$ cat src/recorder_pkg.sv
/*
  Shared constants for the recorder nibble port: command codes, status bits,
  busy and wait times with their cycle counts, output routing codes.
  Assumes a single 250 MHz clock shared by both ends of the port.
*/
package recorder_pkg;
  localparam int NIB_W = 4;
  localparam int ADDR_NIBBLES = 10;
  localparam int ADDR_W = NIB_W * ADDR_NIBBLES;
  localparam int ARG_W = 8;
  localparam int CNT_W = 17;
  localparam int CLOCK_PERIOD_NS = 4;

  // Command codes on the data nibble
  localparam logic [3:0] CMD_IDLE = 4'h0;
  localparam logic [3:0] CMD_PAUSE = 4'h1;
  localparam logic [3:0] CMD_PLAY = 4'h2;
  localparam logic [3:0] CMD_RECORD = 4'h3;
  localparam logic [3:0] CMD_START = 4'h4;
  localparam logic [3:0] CMD_STOP = 4'h5;
  localparam logic [3:0] CMD_SET_POINTER = 4'h6;
  localparam logic [3:0] CMD_GET_POINTER = 4'h7;
  localparam logic [3:0] CMD_PHRASE_SELECT = 4'h8;
  localparam logic [3:0] CMD_LENGTH_SET = 4'h9;
  localparam logic [3:0] CMD_OUTPUT_GAIN = 4'hA;
  localparam logic [3:0] CMD_HOST_STREAM = 4'hB;

  // Status nibble layout
  localparam int STATUS_BUSY_BIT = 0;
  localparam int STATUS_RUN_BIT = 1;
  localparam int STATUS_STREAM_BIT = 2;
  localparam logic [3:0] GAIN_RESET = 4'h0;

  // Longest busy times round down, least waits round up
  localparam int BUSY_CMD_NS = 16000;
  localparam int BUSY_CMD_CYCLES = BUSY_CMD_NS / CLOCK_PERIOD_NS;
  localparam int SET_POINTER_BUSY_NS = 270000;
  localparam int SET_POINTER_BUSY_CYCLES = SET_POINTER_BUSY_NS / CLOCK_PERIOD_NS;
  localparam int ADDR_BUSY_NS = 50000;
  localparam int ADDR_BUSY_CYCLES = ADDR_BUSY_NS / CLOCK_PERIOD_NS;
  localparam int GET_POINTER_WAIT_NS = 270000;
  localparam int GET_POINTER_WAIT_CYCLES =
    (GET_POINTER_WAIT_NS + CLOCK_PERIOD_NS - 1) / CLOCK_PERIOD_NS;
  localparam int NIBBLE_WAIT_NS = 50000;
  localparam int NIBBLE_WAIT_CYCLES = (NIBBLE_WAIT_NS + CLOCK_PERIOD_NS - 1) / CLOCK_PERIOD_NS;
  localparam int STOP_WINDOW_NS = 100000;
  localparam int STOP_WINDOW_CYCLES = STOP_WINDOW_NS / CLOCK_PERIOD_NS;
  localparam int SAMPLE_PERIOD_NS = 125000;
  localparam int SAMPLE_PERIOD_CYCLES = SAMPLE_PERIOD_NS / CLOCK_PERIOD_NS;
  localparam int TICK_HIGH_NS = 31000;
  localparam int TICK_HIGH_CYCLES = TICK_HIGH_NS / CLOCK_PERIOD_NS;

  // Recording time sizing
  localparam int INDEX_KBITS = 64;
  localparam int TIME_SCALE = 1024;
  localparam int MEM_KBITS_DEFAULT = 32768;
  localparam int SAMPLE_HZ_DEFAULT = 8000;
  localparam int SAMPLE_BITS_DEFAULT = 4;

  typedef enum logic [1:0] {ROUTE_GND, ROUTE_SG, ROUTE_LPF} route_t;

  // Seconds of recording: 1.024 * kbits / (kHz * bits), index area removed
  function automatic int record_seconds(input int mem_kbits, input int fs_hz, input int bits);
    record_seconds = (TIME_SCALE * (mem_kbits - INDEX_KBITS)) / (fs_hz * bits);
  endfunction
endpackage

$ cat src/recorder_bus_if.sv
/*
  Nibble bus between the recorder and its controlling host.
  Assumes both ends run on the same clock; strobes are one-cycle pulses.
*/
`timescale 1ns/100ps
interface recorder_bus_if;
  logic wr;
  logic rd;
  logic [3:0] wdata;
  logic [3:0] rdata;
  logic busy;
  logic tick;

  modport dev (input wr, input rd, input wdata, output rdata, output busy, output tick);
  modport host (output wr, output rd, output wdata, input rdata, input busy, input tick);
endinterface

$ cat src/recorder_device.sv
/*
  Recorder end of the nibble port: command decoder, busy timing, pointer
  load and readout, host-streamed sample tick and playback FIFO, routing.
  Assumes the host shares i_clock and keeps the busy handshake.
*/
// Contract
// - Host checks busy clear before set-pointer
// - Set-pointer address is ten nibbles, paced
// - Host may pace by fixed busy intervals
// - Busy ends by 270us, 50us per nibble
// - Host checks busy clear before get-pointer
// - Get-pointer returns ten address nibbles on reads
// - Readout reads carry data; pace by pin
// - Host waits 270us, then 50us per nibble
// - Single-nibble commands get one short busy
// - Single-nibble busy at most 16us
// - Phrase and length commands are three nibbles
// - Gain command sets level, starts transition
// - Host reads sample soon after tick rise
// - Host stops while tick high after access
// - Stop within 100us of tick rise
// - Host supplies every playback sample, no gaps; host misses the tick that rises during the start command's busy
// - Record time 1.024 kbits over kHz times bits
// - Subtract 64K index area from memory
// - Probe follows input amp recording, converter playing
// - Outputs routed by power, record, play state
`timescale 1ns/100ps
module recorder_fifo #(
  parameter int WIDTH = 4,
  parameter int DEPTH = 4
) (
  // Clock and reset
  input wire logic i_clock,
  input wire logic i_rst,
  // Fill side
  input wire logic i_valid,
  input wire logic [WIDTH-1:0] i_data,
  output logic o_ready,
  // Drain side
  output logic o_valid,
  output logic [WIDTH-1:0] o_data,
  input wire logic i_ready
);
  localparam int PTR_W = $clog2(DEPTH);
  logic [WIDTH-1:0] mem [DEPTH];
  logic [PTR_W-1:0] rd_ptr, wr_ptr, next_rd_ptr, next_wr_ptr;
  logic [PTR_W:0] count, next_count;
  logic push, pop;

  // Handshakes and pointer arithmetic
  always_comb
  begin
    push = i_valid && o_ready;
    pop = o_valid && i_ready;
    next_wr_ptr = push ? ((wr_ptr == PTR_W'(DEPTH - 1)) ? '0 : wr_ptr + 1'b1) : wr_ptr;
    next_rd_ptr = pop ? ((rd_ptr == PTR_W'(DEPTH - 1)) ? '0 : rd_ptr + 1'b1) : rd_ptr;
    next_count = count + (PTR_W+1)'(push) - (PTR_W+1)'(pop);
  end

  always_ff @(posedge i_clock)
  begin
    if (i_rst)
    begin
      rd_ptr <= '0;
      wr_ptr <= '0;
      count <= '0;
    end
    else
    begin
      rd_ptr <= next_rd_ptr;
      wr_ptr <= next_wr_ptr;
      count <= next_count;
    end
    if (push)
      mem[wr_ptr] <= i_data;
  end

  assign o_ready = count != (PTR_W+1)'(DEPTH);
  assign o_valid = count != '0;
  assign o_data = mem[rd_ptr];
endmodule

module recorder_device
  import recorder_pkg::*;
#(
  parameter int SET_POINTER_BUSY = SET_POINTER_BUSY_CYCLES,
  parameter int ADDR_BUSY = ADDR_BUSY_CYCLES,
  parameter int SAMPLE_PERIOD = SAMPLE_PERIOD_CYCLES,
  parameter int TICK_HIGH = TICK_HIGH_CYCLES,
  parameter int MEM_KBITS = MEM_KBITS_DEFAULT,
  parameter int SAMPLE_HZ = SAMPLE_HZ_DEFAULT,
  parameter int SAMPLE_BITS = SAMPLE_BITS_DEFAULT,
  parameter int FIFO_DEPTH = 4
) (
  // Clock and reset
  input wire logic i_clock,
  input wire logic i_rst,
  // Nibble bus
  recorder_bus_if.dev bus,
  // Analog control
  input wire logic i_power_down,
  output logic o_probe_dac,
  output route_t o_feed_route,
  output route_t o_speaker_route,
  // Samples
  input wire logic [3:0] i_rec_sample,
  output logic o_play_valid,
  output logic [3:0] o_play_data,
  input wire logic i_play_ready,
  // Settings and state
  output logic [3:0] o_gain,
  output logic o_gain_start,
  output logic [ARG_W-1:0] o_phrase,
  output logic [ARG_W-1:0] o_length,
  output logic [ADDR_W-1:0] o_pointer,
  output logic o_recording,
  output logic o_playing,
  output logic [31:0] o_record_seconds
);
  typedef enum logic [1:0] {ST_READY, ST_ADDR_IN, ST_ADDR_OUT, ST_ARGS} state_t;
  typedef enum logic [1:0] {RUN_STOP, RUN_REC, RUN_PLAY} run_t;

  state_t state, next_state;
  run_t run, next_run;
  logic [CNT_W-1:0] busy_count, next_busy_count;
  logic [3:0] nib_left, next_nib_left;
  logic [3:0] arg_cmd, next_arg_cmd;
  logic [ADDR_W-1:0] shift, next_shift, pointer, next_pointer;
  logic [ARG_W-1:0] arg, next_arg, phrase, next_phrase, length, next_length;
  logic [3:0] gain, next_gain, rdata, next_rdata, rec_hold, next_rec_hold;
  logic gain_start, next_gain_start;
  logic dir_rec, next_dir_rec, stream_armed, next_stream_armed, paused, next_paused;
  logic got_data, next_got_data, tick, next_tick;
  logic [CNT_W-1:0] tick_count, next_tick_count;
  logic busy, streaming, fifo_ready, fifo_push;
  logic [3:0] status;

  // Backed-up FIFO holds the host off through the same busy signal
  assign busy = (busy_count != '0) || !fifo_ready;
  assign streaming = (run != RUN_STOP) && stream_armed;
  assign status = {1'b0, streaming, run != RUN_STOP, busy};

  // Command decode, nibble sequencing and busy timing
  always_comb
  begin
    next_state = state;
    next_run = run;
    next_busy_count = (busy_count != '0) ? busy_count - 1'b1 : '0;
    next_nib_left = nib_left;
    next_arg_cmd = arg_cmd;
    next_shift = shift;
    next_pointer = pointer;
    next_arg = arg;
    next_phrase = phrase;
    next_length = length;
    next_gain = gain;
    next_gain_start = 1'b0;
    next_rdata = rdata;
    next_dir_rec = dir_rec;
    next_stream_armed = stream_armed;
    next_paused = paused;
    next_got_data = got_data;
    fifo_push = 1'b0;
    // Write strobes while busy are ignored; the host owns the pacing
    if (bus.wr && !busy)
    begin
      case (state)
        ST_READY:
        begin
          if (streaming && !dir_rec && tick && !got_data)
          begin
            // First write of a tick is the playback sample
            fifo_push = 1'b1;
            next_got_data = 1'b1;
            next_busy_count = CNT_W'(BUSY_CMD_CYCLES);
          end
          else
          begin
            next_busy_count = CNT_W'(BUSY_CMD_CYCLES);
            case (bus.wdata)
              CMD_PAUSE: next_paused = 1'b1;
              CMD_PLAY: next_dir_rec = 1'b0;
              CMD_RECORD: next_dir_rec = 1'b1;
              CMD_HOST_STREAM: next_stream_armed = 1'b1;
              CMD_START:
              begin
                next_paused = 1'b0;
                if (run == RUN_STOP)
                  next_run = dir_rec ? RUN_REC : RUN_PLAY;
              end
              CMD_STOP:
              begin
                next_run = RUN_STOP;
                next_stream_armed = 1'b0;
                next_paused = 1'b0;
              end
              CMD_SET_POINTER:
              begin
                next_busy_count = CNT_W'(SET_POINTER_BUSY);
                next_nib_left = 4'(ADDR_NIBBLES);
                next_state = ST_ADDR_IN;
              end
              CMD_GET_POINTER:
              begin
                next_busy_count = CNT_W'(SET_POINTER_BUSY);
                next_shift = pointer;
                next_nib_left = 4'(ADDR_NIBBLES);
                next_state = ST_ADDR_OUT;
              end
              CMD_PHRASE_SELECT, CMD_LENGTH_SET, CMD_OUTPUT_GAIN:
              begin
                next_arg_cmd = bus.wdata;
                next_nib_left = (bus.wdata == CMD_OUTPUT_GAIN) ? 4'h1 : 4'h2;
                next_state = ST_ARGS;
              end
              default: ;
            endcase
          end
        end
        ST_ADDR_IN:
        begin
          // Low nibble first; one nibble per strobe
          next_shift = {bus.wdata, shift[ADDR_W-1:NIB_W]};
          next_nib_left = nib_left - 1'b1;
          next_busy_count = CNT_W'(ADDR_BUSY);
          if (nib_left == 4'h1)
          begin
            next_pointer = {bus.wdata, shift[ADDR_W-1:NIB_W]};
            next_state = ST_READY;
          end
        end
        ST_ARGS:
        begin
          next_arg = {arg[NIB_W-1:0], bus.wdata};
          next_nib_left = nib_left - 1'b1;
          next_busy_count = CNT_W'(BUSY_CMD_CYCLES);
          if (nib_left == 4'h1)
          begin
            next_state = ST_READY;
            if (arg_cmd == CMD_PHRASE_SELECT)
              next_phrase = {arg[NIB_W-1:0], bus.wdata};
            else if (arg_cmd == CMD_LENGTH_SET)
              next_length = {arg[NIB_W-1:0], bus.wdata};
            else
            begin
              next_gain = bus.wdata;
              next_gain_start = 1'b1;
            end
          end
        end
        default: ;
      endcase
    end
    // Reads: address nibbles during readout, the held record sample on a streamed recording tick, status otherwise
    if (bus.rd)
    begin
      if (state == ST_ADDR_OUT)
      begin
        if (!busy)
        begin
          next_rdata = shift[NIB_W-1:0];
          next_shift = {4'h0, shift[ADDR_W-1:NIB_W]};
          next_nib_left = nib_left - 1'b1;
          next_busy_count = CNT_W'(ADDR_BUSY);
          if (nib_left == 4'h1)
            next_state = ST_READY;
        end
      end
      else if (streaming && dir_rec && tick)
        next_rdata = rec_hold;
      else
        next_rdata = status;
    end
    // The first cycle of each sample period, at the tick rise, opens a fresh data slot; a push that cycle wins
    if (tick_count == '0 && !fifo_push)
      next_got_data = 1'b0;
  end

  // Per-sample tick while a host-streamed transfer runs
  always_comb
  begin
    next_tick_count = tick_count;
    next_rec_hold = rec_hold;
    if (!streaming)
      next_tick_count = '0;
    else if (!paused)
      next_tick_count = (tick_count == CNT_W'(SAMPLE_PERIOD - 1)) ? '0 : tick_count + 1'b1;
    if (streaming && !paused && tick_count == '0)
      next_rec_hold = i_rec_sample;
    next_tick = streaming && !paused && (next_tick_count < CNT_W'(TICK_HIGH));
  end

  always_ff @(posedge i_clock)
  begin
    if (i_rst)
    begin
      state <= ST_READY;
      run <= RUN_STOP;
      busy_count <= '0;
      nib_left <= '0;
      arg_cmd <= CMD_IDLE;
      shift <= '0;
      pointer <= '0;
      arg <= '0;
      phrase <= '0;
      length <= '0;
      gain <= GAIN_RESET;
      gain_start <= 1'b0;
      rdata <= '0;
      dir_rec <= 1'b0;
      stream_armed <= 1'b0;
      paused <= 1'b0;
      got_data <= 1'b0;
      tick <= 1'b0;
      tick_count <= '0;
      rec_hold <= '0;
    end
    else
    begin
      state <= next_state;
      run <= next_run;
      busy_count <= next_busy_count;
      nib_left <= next_nib_left;
      arg_cmd <= next_arg_cmd;
      shift <= next_shift;
      pointer <= next_pointer;
      arg <= next_arg;
      phrase <= next_phrase;
      length <= next_length;
      gain <= next_gain;
      gain_start <= next_gain_start;
      rdata <= next_rdata;
      dir_rec <= next_dir_rec;
      stream_armed <= next_stream_armed;
      paused <= next_paused;
      got_data <= next_got_data;
      tick <= next_tick;
      tick_count <= next_tick_count;
      rec_hold <= next_rec_hold;
    end
  end

  // Playback samples wait here until the decoder takes them
  recorder_fifo #(
    .WIDTH(NIB_W),
    .DEPTH(FIFO_DEPTH)
  ) play_fifo (
    .i_clock(i_clock),
    .i_rst(i_rst),
    .i_valid(fifo_push),
    .i_data(bus.wdata),
    .o_ready(fifo_ready),
    .o_valid(o_play_valid),
    .o_data(o_play_data),
    .i_ready(i_play_ready)
  );

  // Bus and user-side outputs
  assign bus.rdata = rdata;
  assign bus.busy = busy;
  assign bus.tick = tick;
  assign o_probe_dac = run == RUN_PLAY;
  assign o_feed_route = i_power_down ? ROUTE_GND : ROUTE_LPF;
  assign o_speaker_route = i_power_down ? ROUTE_GND :
    (run == RUN_REC) ? ROUTE_SG : ROUTE_LPF;
  assign o_gain = gain;
  assign o_gain_start = gain_start;
  assign o_phrase = phrase;
  assign o_length = length;
  assign o_pointer = pointer;
  assign o_recording = run == RUN_REC;
  assign o_playing = run == RUN_PLAY;
  // Capacity is fixed by the memory fitted, so it is a constant
  assign o_record_seconds = 32'(record_seconds(MEM_KBITS, SAMPLE_HZ, SAMPLE_BITS));
endmodule

$ cat src/flat_wrapper.sv
// flat-port wrapper written by rule: the top's interface ports become plain ports
module recorder_device_flat import recorder_pkg::*;
#(
  parameter int SET_POINTER_BUSY = SET_POINTER_BUSY_CYCLES,
  parameter int ADDR_BUSY = ADDR_BUSY_CYCLES,
  parameter int SAMPLE_PERIOD = SAMPLE_PERIOD_CYCLES,
  parameter int TICK_HIGH = TICK_HIGH_CYCLES,
  parameter int MEM_KBITS = MEM_KBITS_DEFAULT,
  parameter int SAMPLE_HZ = SAMPLE_HZ_DEFAULT,
  parameter int SAMPLE_BITS = SAMPLE_BITS_DEFAULT,
  parameter int FIFO_DEPTH = 4
)
  (i_clock, i_rst, i_power_down, o_probe_dac, o_feed_route, o_speaker_route, i_rec_sample, o_play_valid, o_play_data, i_play_ready, o_gain, o_gain_start, o_phrase, o_length, o_pointer, o_recording, o_playing, o_record_seconds, bus_wr, bus_rd, bus_wdata, bus_rdata, bus_busy, bus_tick);
  recorder_bus_if bus_i ();
  input wire logic i_clock;
  input wire logic i_rst;
  input wire logic i_power_down;
  output logic o_probe_dac;
  output route_t o_feed_route;
  output route_t o_speaker_route;
  input wire logic [3:0] i_rec_sample;
  output logic o_play_valid;
  output logic [3:0] o_play_data;
  input wire logic i_play_ready;
  output logic [3:0] o_gain;
  output logic o_gain_start;
  output logic [ARG_W-1:0] o_phrase;
  output logic [ARG_W-1:0] o_length;
  output logic [ADDR_W-1:0] o_pointer;
  output logic o_recording;
  output logic o_playing;
  output logic [31:0] o_record_seconds;
  input wire logic [$bits(bus_i.wr)-1:0] bus_wr;
  input wire logic [$bits(bus_i.rd)-1:0] bus_rd;
  input wire logic [$bits(bus_i.wdata)-1:0] bus_wdata;
  output wire logic [$bits(bus_i.rdata)-1:0] bus_rdata;
  output wire logic [$bits(bus_i.busy)-1:0] bus_busy;
  output wire logic [$bits(bus_i.tick)-1:0] bus_tick;
  assign bus_i.wr = bus_wr;
  assign bus_i.rd = bus_rd;
  assign bus_i.wdata = bus_wdata;
  assign bus_rdata = bus_i.rdata;
  assign bus_busy = bus_i.busy;
  assign bus_tick = bus_i.tick;
  recorder_device #(.SET_POINTER_BUSY(SET_POINTER_BUSY), .ADDR_BUSY(ADDR_BUSY), .SAMPLE_PERIOD(SAMPLE_PERIOD), .TICK_HIGH(TICK_HIGH), .MEM_KBITS(MEM_KBITS), .SAMPLE_HZ(SAMPLE_HZ), .SAMPLE_BITS(SAMPLE_BITS), .FIFO_DEPTH(FIFO_DEPTH)) u_core (.i_clock(i_clock), .i_rst(i_rst), .bus(bus_i), .i_power_down(i_power_down), .o_probe_dac(o_probe_dac), .o_feed_route(o_feed_route), .o_speaker_route(o_speaker_route), .i_rec_sample(i_rec_sample), .o_play_valid(o_play_valid), .o_play_data(o_play_data), .i_play_ready(i_play_ready), .o_gain(o_gain), .o_gain_start(o_gain_start), .o_phrase(o_phrase), .o_length(o_length), .o_pointer(o_pointer), .o_recording(o_recording), .o_playing(o_playing), .o_record_seconds(o_record_seconds));
endmodule
$ cat config.mk
export PLATFORM = sky130hd
export DESIGN_NAME = recorder_device_flat
export DESIGN_NICKNAME = d
export VERILOG_FILES = /design/src/recorder_pkg.sv /design/src/recorder_bus_if.sv /design/src/recorder_device.sv /design/src/flat_wrapper.sv
export SDC_FILE = /design/constraint.sdc
export NUM_CORES = 1
export LEC_CHECK = 0
export BUFFER_PORTS_ARGS = -buffer_cell sky130_fd_sc_hd__buf_2
export CAP_MARGIN = 10
export CELL_PAD_IN_SITES_DETAIL_PLACEMENT = 0
export CELL_PAD_IN_SITES_GLOBAL_PLACEMENT = 1
export CORE_MARGIN = 3
export CORE_UTILIZATION = 35
export CTS_BUF_LIST = sky130_fd_sc_hd__clkbuf_4
export CTS_CLUSTER_DIAMETER = 100
export DETAILED_ROUTE_END_ITERATION = 10
export MAX_ROUTING_LAYER = met4
export PLACE_DENSITY = 0.69
export SLEW_MARGIN = 15
export SYNTH_ARGS = -nofsm -noshare
export SYNTH_HDL_FRONTEND = slang
export SYNTH_SLANG_ARGS = --single-unit
$ cat constraint.sdc
create_clock -name i_clock -period 8.07 [get_ports i_clock]
set_clock_uncertainty 0.05 [all_clocks]
set_input_delay 1.2105 -clock i_clock [delete_from_list [all_inputs] [get_ports i_clock]]
set_output_delay 1.2105 -clock i_clock [all_outputs]
set_load 0.02 [all_outputs]
# Word-level counts from Yosys, hierarchy flattened
# Memories as Yosys holds them, arrays and structs flattened. A register that Yosys moved wholly into a read port is not among the register bits.
# Index checks and enable logic that the tools add are counted.
# word_totals
reg_bits	171
ram_bits	16
input_bits	14
output_inout_bits	111
word_cells	168
n_memories	1
# classes
addsub	7
magnitude_cmp	1
eq_ne	25
muxes	57
bitwise	6
reduce_logical	48
# memory_table
memory	words	width	rd	rd_clocked_by_memory_dff	wr	line_no	text
u_core.play_fifo.mem	4	4	1	1	1	recorder_device.sv:45	logic [WIDTH-1:0] mem [DEPTH];
# op_table
op	n
40-bit 2-to-1 mux	6
17-bit 2-to-1 mux	10
40-bit one-hot mux with 2 select lines	1
17-bit one-hot mux with 3 select lines	1
2-bit 2-to-1 mux	17
4-bit 2-to-1 mux	8
4-bit == test, second input constant	6
4-bit AND reduction	5
17-bit by 1-bit adder with 17-bit output, second input constant	1
17-bit by 15-bit == test with 1-bit output, second input constant	1
17-bit logical NOT	1
17-bit by 13-bit less-than comparator with 1-bit output, second input constant	1
17-bit nonzero test	1
17-bit by 1-bit subtractor with 17-bit output, second input constant	1
4-bit by 3-bit == test with 1-bit output, second input constant	4
4-bit one-hot mux with 2 select lines	2
5-bit AND reduction	3
1-bit logical AND	13
2-bit == test, second input constant	5
2-bit nonzero test	5
4-bit by 1-bit == test with 1-bit output, second input constant	2
4-bit by 2-bit == test with 1-bit output, second input constant	2
2-bit one-hot mux with 2 select lines	2
2-bit OR reduction	4
20 further kinds	42

# Longest topological paths before layout
# Gate-level depths: netlist of the first run.
# depth
depth_word	12
mapped_depth	15

# Hierarchy
# From an unflattened synthesis of the first run, not the netlist that was laid out.
# unflattened
hier_cells	1006
area_unflattened_um2	8708.4
# by_module_without_submodules
module	instances	cells_each	area_per_inst_um2	seq_area_each_um2
recorder_device	1	937	7654.8	3283.1
recorder_fifo	1	69	1053.5	660.6

# Worst setup path after synthesis of the first run
# Ideal clock, no wire load.
# synth_path
path_kind	input-to-reg
from	in bus_wr
to	reg u_core.play_fifo.count[2]
setup_time_ns	0.128
t_arrival_ns	2.998
required_ns	7.892
slack_ns	4.894
cell_stages	10
n_path_buf	1
path_cell_list	clkbuf_1 nand2_1 nor3_4 inv_2 ha_1 inv_1 ha_1 fa_1 xnor2_1 nor2_1
# synth_via
elab_chain_cells	5
# synth_rtl
element	line_no	text
start, declared	flat_wrapper.sv:33	input wire logic [$bits(bus_i.wr)-1:0] bus_wr;
1-bit logical AND	recorder_device.sv:165	if (bus.wr && !busy)
1-bit 2-to-1 mux	recorder_device.sv:165	
1-bit logical AND	recorder_device.sv:53	push = i_valid && o_ready;
3-bit by 1-bit adder with 3-bit output	recorder_device.sv:57	next_count = count + (PTR_W+1)'(push) - (PTR_W+1)'(pop);
3-bit by 1-bit subtractor with 3-bit output	recorder_device.sv:57	
end signal, assigned	recorder_device.sv:72	count <= next_count;
end, declared	recorder_device.sv:47	logic [PTR_W:0] count, next_count;
# Every way passes these cells.
# A chain may end at the register's enable or synchronous reset.

# Final worst setup path of the first run
# layout_path
from	reg u_core.busy_count[0]
to	out bus_busy
# layout_via
elab_chain_cells	2
# layout_rtl
element	line_no	text
start, declared	recorder_device.sv:125	logic [CNT_W-1:0] busy_count, next_busy_count;
start signal, assigned	recorder_device.sv:322	busy_count <= next_busy_count;
17-bit nonzero test	recorder_device.sv:139	assign busy = (busy_count != '0) || !fifo_ready;
1-bit logical OR	recorder_device.sv:139	
end, declared	flat_wrapper.sv:37	output wire logic [$bits(bus_i.busy)-1:0] bus_busy;
# Every way passes these cells.

==> run_results.csv, run 1 <==
group,metric,value,unit
outcome,run_status,"complete, no violations",
clock_network,cts_hold_buf,0,
routing,remaining_drc_errors,0,
power,switching_share,0.3339,
logic_synthesis,netlist_instances,968,
global_routing,grt_use_total,0.1698,
final_layout,utilization,0.3919,
sta,fmax,270.0,MHz
worst_setup_path,r2r-end,"u_core.play_fifo.count[2]",
worst_setup_path,rrSetupSlack,4.74,ns
clock_network,clk_pin_slew,0.17,ns
worst_setup_path,end_kind,"primary output",
final_layout,area.growth.synth_to_final,9.724,%
power,vdd_drop_max,0.00008922,V
logic_synthesis,synth.top_cells.by_count,"dfxtp_1 (173), nand2_1 (145), nor2_1 (84)",
clock_network,cts_num_sinks,189,
routing,viasPerCell,5.076,
logic_synthesis,synth_most_common_cell,"dfxtp_1",
final_layout,fin_cells,1364,
worst_setup_path,cp.arrival,2.44,ns
power,p_leak,0.003771,uW
worst_setup_path,worstSetupStartpointType,"flop",
clock_network,numCtsBuffers,17,
sta,report.final.hold_viol_count,0,
global_routing,grt_max_degree,81,
clock_network,clockRootBuffer,"clkbuf_4",
worst_setup_path,crit_type,"reg -> out",
floorplan,start_util,0.3571,
sta,setup_tns,0,ns
routing,finalWirelength,22190,um
power,pwr-share-clk,0.269,
sta,whs,0.4293,ns
clock_network,htreeDepth,4,
logic_synthesis,synth_area_leaders,"dfxtp_1 (40%), nand2_1 (6.2%), edfxtp_1 (5.5%), a21oi_1 (4.6%), mux2i_1 (4.6%)",
hold_path,hold_path_class,"reg -> reg",
routing,firstDrtPassIters,8,
place,port_buffers,91,
logic_synthesis,ys_async_sr_fraction,0,
logic_synthesis,synth_top_area_frac,0.3976,
global_routing,grt_pass1_wl,35540,um
logic_synthesis,synth-seq-area-share,0.4527,
power,share_comb_of_total_power,0.211,
logic_synthesis,synthFlopType,"dfxtp_1",
worst_setup_path,path_max_fanout,14,
place,place_congestion,0.8092,
routing,wl_per_cell,16.27,um
place,place_inst,1330,
sta,worst_pin_slew,0.9281,ns
floorplan,die_h,163.8,um
sta,fin_crit,3.703,ns
place,place_hpwl,15010,um
clock_network,cts.path.max_buffers,2,
logic_synthesis,ys_seq_elements,189,
final_layout,fillers,2509,
routing,ant_nets,0,
logic_synthesis,yosys_warnings,0,
sta,setup_violations,0,
final_layout,drive_above_1_share,0.1570,
power,power_density,207.0,nW/um^2
floorplan,num_rows,57,
sta,setup_ws,4.367,ns
floorplan,coreArea,24390,um^2
floorplan,die_area,26820,um^2
logic_synthesis,synth_top_area_cell,"dfxtp_1",
power,switchingPower,660.4,uW
worst_setup_path,crit-reg2reg-launch,"u_core.busy_count[0]",
final_layout,nNetsFinal,1058,
global_routing,grt_overflow,0,
final_layout,seq_area,3944,um^2
sta,grt_setup_unrepaired,"false",
clock_network,ctsResizeCount,0,
logic_synthesis,syn_area,8711,um^2
final_layout,multiInputGateArea,4212,um^2
floorplan,dieWidth,163.8,um
worst_setup_path,required,6.81,ns
hold_path,worstHoldStart,"u_core.o_pointer[26]",
clock_network,clock_latency,0.58,ns
power,p_int,1318,uW
routing,vias,6923,
logic_synthesis,ys_types,68,
power,seqPwrFrac,0.521,
place,dp_slack,4.337,ns
global_routing,grt_pass1_vias,6474,
global_routing,antenna_found_initial,2,
clock_network,postCtsSetupBuffers,0,
clock_network,cts_tree,"built",
sta,relSlewSlack,0.3790,
floorplan,io_pins,125,
flow_run,maxCapViolations,0,
sta,finalMaxSlewViolations,0,
logic_synthesis,syn_area_per_cell,8.999,um^2
hold_path,hold_path_depth,2,
routing,first_iter_violations,472,
worst_setup_path,reg2reg_depth,14,
hold_path,hold_end,"u_core.o_pointer[26]",
logic_synthesis,synth_edf_count,16,
sta,fin_crit_sh,0.4589,
[power by group through the flow]
stage               clock, uW  sequential [uW]  combinational, uW
floorplan                   0             1040                343
global placement            0             1050                413
detailed placement          0             1050                416
CTS                       555             1030                419
global route              588             1040                464
finish                    531             1030                417
[sequential cells by signal, summed over array words and instances, names as in the netlist, 3 cells and up, named ones only]
name and count:
u_core.o_pointer 40, u_core.shift 40, u_core.busy_count 17, u_core.tick_count 17, u_core.play_fifo.mem 16, u_core.o_length 8, u_core.o_phrase 8, u_core.arg 4
u_core.arg_cmd 4, u_core.bus.rdata 4, u_core.nib_left 4, u_core.o_gain 4, u_core.rec_hold 4, u_core.play_fifo.count 3
[metal layers]
| layer | track usage | routed length, um | vias up |
|---|---|---|---|
| li1 | - | - | 3453 |
| met1 | 0.2271 | 10660 | 3307 |
| met2 | 0.2711 | 10460 | 146 |
| met3 | 0.02825 | 833 | 17 |
| met4 | 0.03845 | 233 | 0 |
| met5 | - | 0 | - |
[worst max-delay path: stages, from the launching register on]
cell     delay (ns)
dfxtp_1        0.41
inv_1          0.08
ha_1           0.19
nor4b_2        0.16
and4_4         0.27
and2_1         0.17
inv_2          0.33
buf_2          0.25
[cell usage in the layout (no fill, tap or decap), types with 14 or more instances in the layout]
cell | Yosys | final
a222oi_1 | 26 | 26
a21oi_1 | 80 | 79
and2_1 | 14 | 14
o21ai_0 | 19 | 19
dfxtp_1 | 173 | 173
mux2i_1 | 40 | 40
clkbuf_4 | 0 | 18
nor2_1 | 84 | 84
xor2_1 | 17 | 17
nor3_1 | 19 | 19
ha_1 | 18 | 18
nand2_1 | 145 | 145
conb_1 | 2 | 33
edfxtp_1 | 16 | 16
a221oi_1 | 20 | 20
xnor2_1 | 17 | 17
inv_1 | 48 | 48
buf_2 | 8 | 90
[cell type report]
class	instances	area share
Clock buffer	18	0.01414
Antenna cell	2	0.0005236
Multi-Input combinational cell	668	0.4406
Clock inverter	14	0.01584
Sequential cell	189	0.4126
Timing Repair Buffer	99	0.05420
Tap cell	324	0.04241
Inverter	50	0.01964
[through the flow]
stage	instance area, um^2	total power, uW
floorplan	8827	1384
global placement	9266	1463
detailed placement	9266	1466
CTS	9553	2004
global route	9558	2090
finish	9558	1978
[how the worst max path moves through the flow]
stage	slack (ns)	cells after the start	to	startpoint
floorplan	4.89	10	u_core.play_fifo.count[2]	bus_wr
global placement	4.50	8	u_core.shift[4]	bus_wdata[0]
detailed placement	4.34	8	u_core.shift[10]	bus_wdata[0]
CTS	4.32	7	bus_busy	u_core.busy_count[0]
global route	4.18	7	bus_busy	u_core.busy_count[0]
finish	4.37	7	bus_busy	u_core.busy_count[0]
[cells by family after synthesis]
group           Yosys count  synth area share
simple gates            348            0.1997
flops                   189            0.4527
compound gates          186            0.1438
buf+inv                 142           0.07914
mux                      48           0.06148
xor+xnor                 34           0.03418
fa+ha+maj                19           0.02815
other cells               2         0.0008621
Power figures use the tool's default switching activity.
==> run 2, diff against run 1 <==
--- a/config.mk
+++ b/config.mk
@@ -5,6 +5,7 @@
 export SDC_FILE = /design/constraint.sdc
 export NUM_CORES = 1
 export LEC_CHECK = 0
+export ABC_AREA = 1
 export BUFFER_PORTS_ARGS = -buffer_cell sky130_fd_sc_hd__buf_2
 export CAP_MARGIN = 10
 export CELL_PAD_IN_SITES_DETAIL_PLACEMENT = 0
@@ -15,7 +16,7 @@
 export CTS_CLUSTER_DIAMETER = 100
 export DETAILED_ROUTE_END_ITERATION = 10
 export MAX_ROUTING_LAYER = met4
-export PLACE_DENSITY = 0.69
+export PLACE_DENSITY = 0.72
 export SLEW_MARGIN = 15
 export SYNTH_ARGS = -nofsm -noshare
 export SYNTH_HDL_FRONTEND = slang
==> constraint.sdc (replaced) <==
create_clock -name i_clock -period 3.5 [get_ports i_clock]
set_clock_uncertainty 0.05 [all_clocks]
set_input_delay 0.525 -clock i_clock [delete_from_list [all_inputs] [get_ports i_clock]]
set_output_delay 0.525 -clock i_clock [all_outputs]
set_load 0.02 [all_outputs]
==> run 2 against run 1 <==
Compared with the run above:
- non-clock buffer count grew 8
- critical path type is now reg -> reg
- utilization grew 0.053 points
- worst setup slack lost 3.6 ns
- critical path depth grew 6
==> run_results.csv, run 2 <==
group,metric,value,unit
flow_run,maxCapViolations,0,
floorplan,die_h,170.5,um
logic_synthesis,synth.top_cells.by_count,"nand2_1 (247), nor2_1 (214), dfxtp_1 (173)",
worst_setup_path,reg2reg_depth,13,
global_routing,antenna_found_initial,1,
global_routing,grt_use_total,0.1859,
sta,finalMaxSlewViolations,0,
routing,vias,8726,
final_layout,drive_above_1_share,0.1139,
logic_synthesis,synth_area_leaders,"dfxtp_1 (37%), nand2_1 (9.8%), nor2_1 (8.5%), nand3_1 (7.2%), o21ai_0 (6.7%)",
routing,viasPerCell,4.913,
clock_network,postCtsSetupBuffers,0,
power,p_total,4914,uW
clock_network,clock_latency,0.58,ns
worst_setup_path,worstSetupStartpointType,"flop",
floorplan,dieWidth,170.5,um
routing,wl_per_cell,14.74,um
worst_setup_path,crit_type,"reg -> reg",
logic_synthesis,netlist_instances,1367,
final_layout,final_common_cell,"nand2_1",
clock_network,cts_num_sinks,189,
routing,finalWirelength,26180,um
hold_path,hold_path_class,"in -> reg",
clock_network,cts.path.max_buffers,2,
final_layout,nNetsFinal,1460,
power,vdd_drop_max,0.0002107,V
sta,fin_crit_sh,0.7765,
logic_synthesis,synthFlopType,"dfxtp_1",
global_routing,use_met1,0.2449,
routing,first_iter_violations,581,
logic_synthesis,synth_edf_count,16,
clock_network,clk_pin_slew,0.16,ns
floorplan,start_util,0.3595,
routing,firstDrtPassIters,5,
logic_synthesis,syn_area,9475,um^2
sta,setup_tns,0,ns
sta,worst_pin_slew,1.091,ns
final_layout,layout_common_cells,"nand2_1 (246), nor2_1 (211), dfxtp_1 (173)",
floorplan,io_pins,125,
logic_synthesis,synth-seq-area-share,0.4162,
clock_network,cts_hold_buf,0,
sta,fmax,367.9,MHz
worst_setup_path,cp.arrival,3.15,ns
global_routing,grt_use_met2,0.3011,
logic_synthesis,syn_area_per_cell,6.931,um^2
floorplan,die_area,29080,um^2
global_routing,busiest_layer,"met2",
sta,setup_violations,0,
global_routing,grt_pass1_vias,8149,
clock_network,clockRootBuffer,"clkbuf_4",
hold_path,hold_path_depth,3,
routing,ant_nets,0,
worst_setup_path,required,3.93,ns
clock_network,ctsResizeCount,0,
place,port_buffers,91,
place,place_hpwl,17360,um
floorplan,num_rows,59,
clock_network,numCtsBuffers,17,
logic_synthesis,yosys_warnings,0,
logic_synthesis,synth_most_common_cell,"nand2_1",
worst_setup_path,rrSetupSlack,0.78,ns
clock_network,htreeDepth,4,
floorplan,coreArea,26350,um^2
sta,grt_setup_unrepaired,"false",
final_layout,area.growth.synth_to_final,9.138,%
global_routing,grt_overflow,0,
final_layout,utilization,0.3924,
sta,relSlewSlack,0.2703,
logic_synthesis,synth_top_area_cell,"dfxtp_1",
sta,fin_crit,2.718,ns
global_routing,groute.layer.met3.usage,0.02911,
logic_synthesis,ys_async_sr_fraction,0,
worst_setup_path,end_kind,"flop",
clock_network,cts_tree,"built",
place,place_congestion,0.8691,
global_routing,grt_pass1_wl,42750,um
routing,remaining_drc_errors,0,
outcome,run_status,"complete, no violations",
logic_synthesis,ys_seq_elements,189,
worst_setup_path,path_max_fanout,10,
logic_synthesis,ys_types,43,
sta,report.final.hold_viol_count,0,
power,power_density,475.2,nW/um^2
power,p_leak,0.004538,uW
global_routing,grt_max_degree,60,
logic_synthesis,synth_top_area_frac,0.3655,
[run 2: changes by cell type in the layout (fill, tap and decap cells not counted), moves of 10 or more]
cell,delta
o21ai_0,+108
nor4_1,-11
and2_1,-14
mux2i_1,-40
a221oi_1,-20
nand2_1,+101
nor2b_1,-10
a222oi_1,-26
nor2_1,+127
nand3_1,+126
xnor2_1,-15
a21oi_1,+29
inv_1,+90
[run 2: worst max-delay path: stages (launching register included)]
cell	delay [ns]
dfxtp_1	0.34
inv_1	0.11
ha_1	0.17
nand4_1	0.11
nor2_2	0.20
nand4_4	0.21
nor2_2	0.17
nand2_2	0.15
ha_1	0.32
inv_1	0.04
ha_1	0.19
fa_1	0.38
o21ai_0	0.17
a21oi_1	0.05
[run 2: logic make-up (layout without fill, tap and decap cells)]
logic type,after synthesis,in the layout,share of synthesized area
AO/OA/AOI/OAI,255,255,0.1392
buffers and inverters,238,280,0.1134
adder cells (fa/ha/maj),19,19,0.02588
XOR/XNOR,12,12,0.01109
AND/OR/NAND/NOR,652,652,0.2934
other,2,34,0.0007926
flip-flops,189,189,0.4162
[run 2: worst paths after layout]
| path | startpoint | end |
|---|---|---|
| setup reg to reg | u_core.busy_count[0] | u_core.play_fifo.count[2] |
| setup / recovery | u_core.busy_count[0] | u_core.play_fifo.count[2] |
| hold reg to reg | u_core.busy_count[0] | u_core.busy_count[0] |
| hold / removal | i_rec_sample[1] | u_core.rec_hold[1] |
[run 2: routing by layer]
| metal | wire, um | part of all wire | up-vias |
|---|---|---|---|
| met2 | 12260 | 0.47 | 194 |
| met5 | 0 | 0 | - |
| met3 | 1151 | 0.044 | 22 |
| li1 | - | - | 4471 |
| met4 | 284 | 0.011 | 0 |
| met1 | 12480 | 0.48 | 4039 |
[run 2: area by class of cell]
| class | count | area (um^2) |
|---|---|---|
| clock buffers | 17 | 127.6 |
| inverters | 141 | 529.3 |
| flip-flops and latches | 189 | 3944 |
| clock inverters | 15 | 155.1 |
| fillers | 2860 | 16010 |
| multi-input cells | 971 | 4588 |
| well taps | 335 | 419.2 |
| diodes | 1 | 2.502 |
| repair buffers | 107 | 575.6 |
[run 2: report_power, final]
part	switching, uW	internal [uW]
clock network	849	382
logic	839	407
registers	117	2320
[run 2: per-stage QoR]
step           hold slack [ns]  instance area [um^2]  std cells  setup WS, ns
3_3_place_gp            0.3519                 10060       1743        0.8295
2_1_floorplan           0.3425                  9592       1398        0.8338
3_5_place_dp            0.3550                 10060       1743        0.7809
5_1_grt                 0.1260                 10340       1776        0.5446
6_report                0.1750                 10340       1776        0.7822
4_1_cts                 0.1317                 10340       1775        0.7715
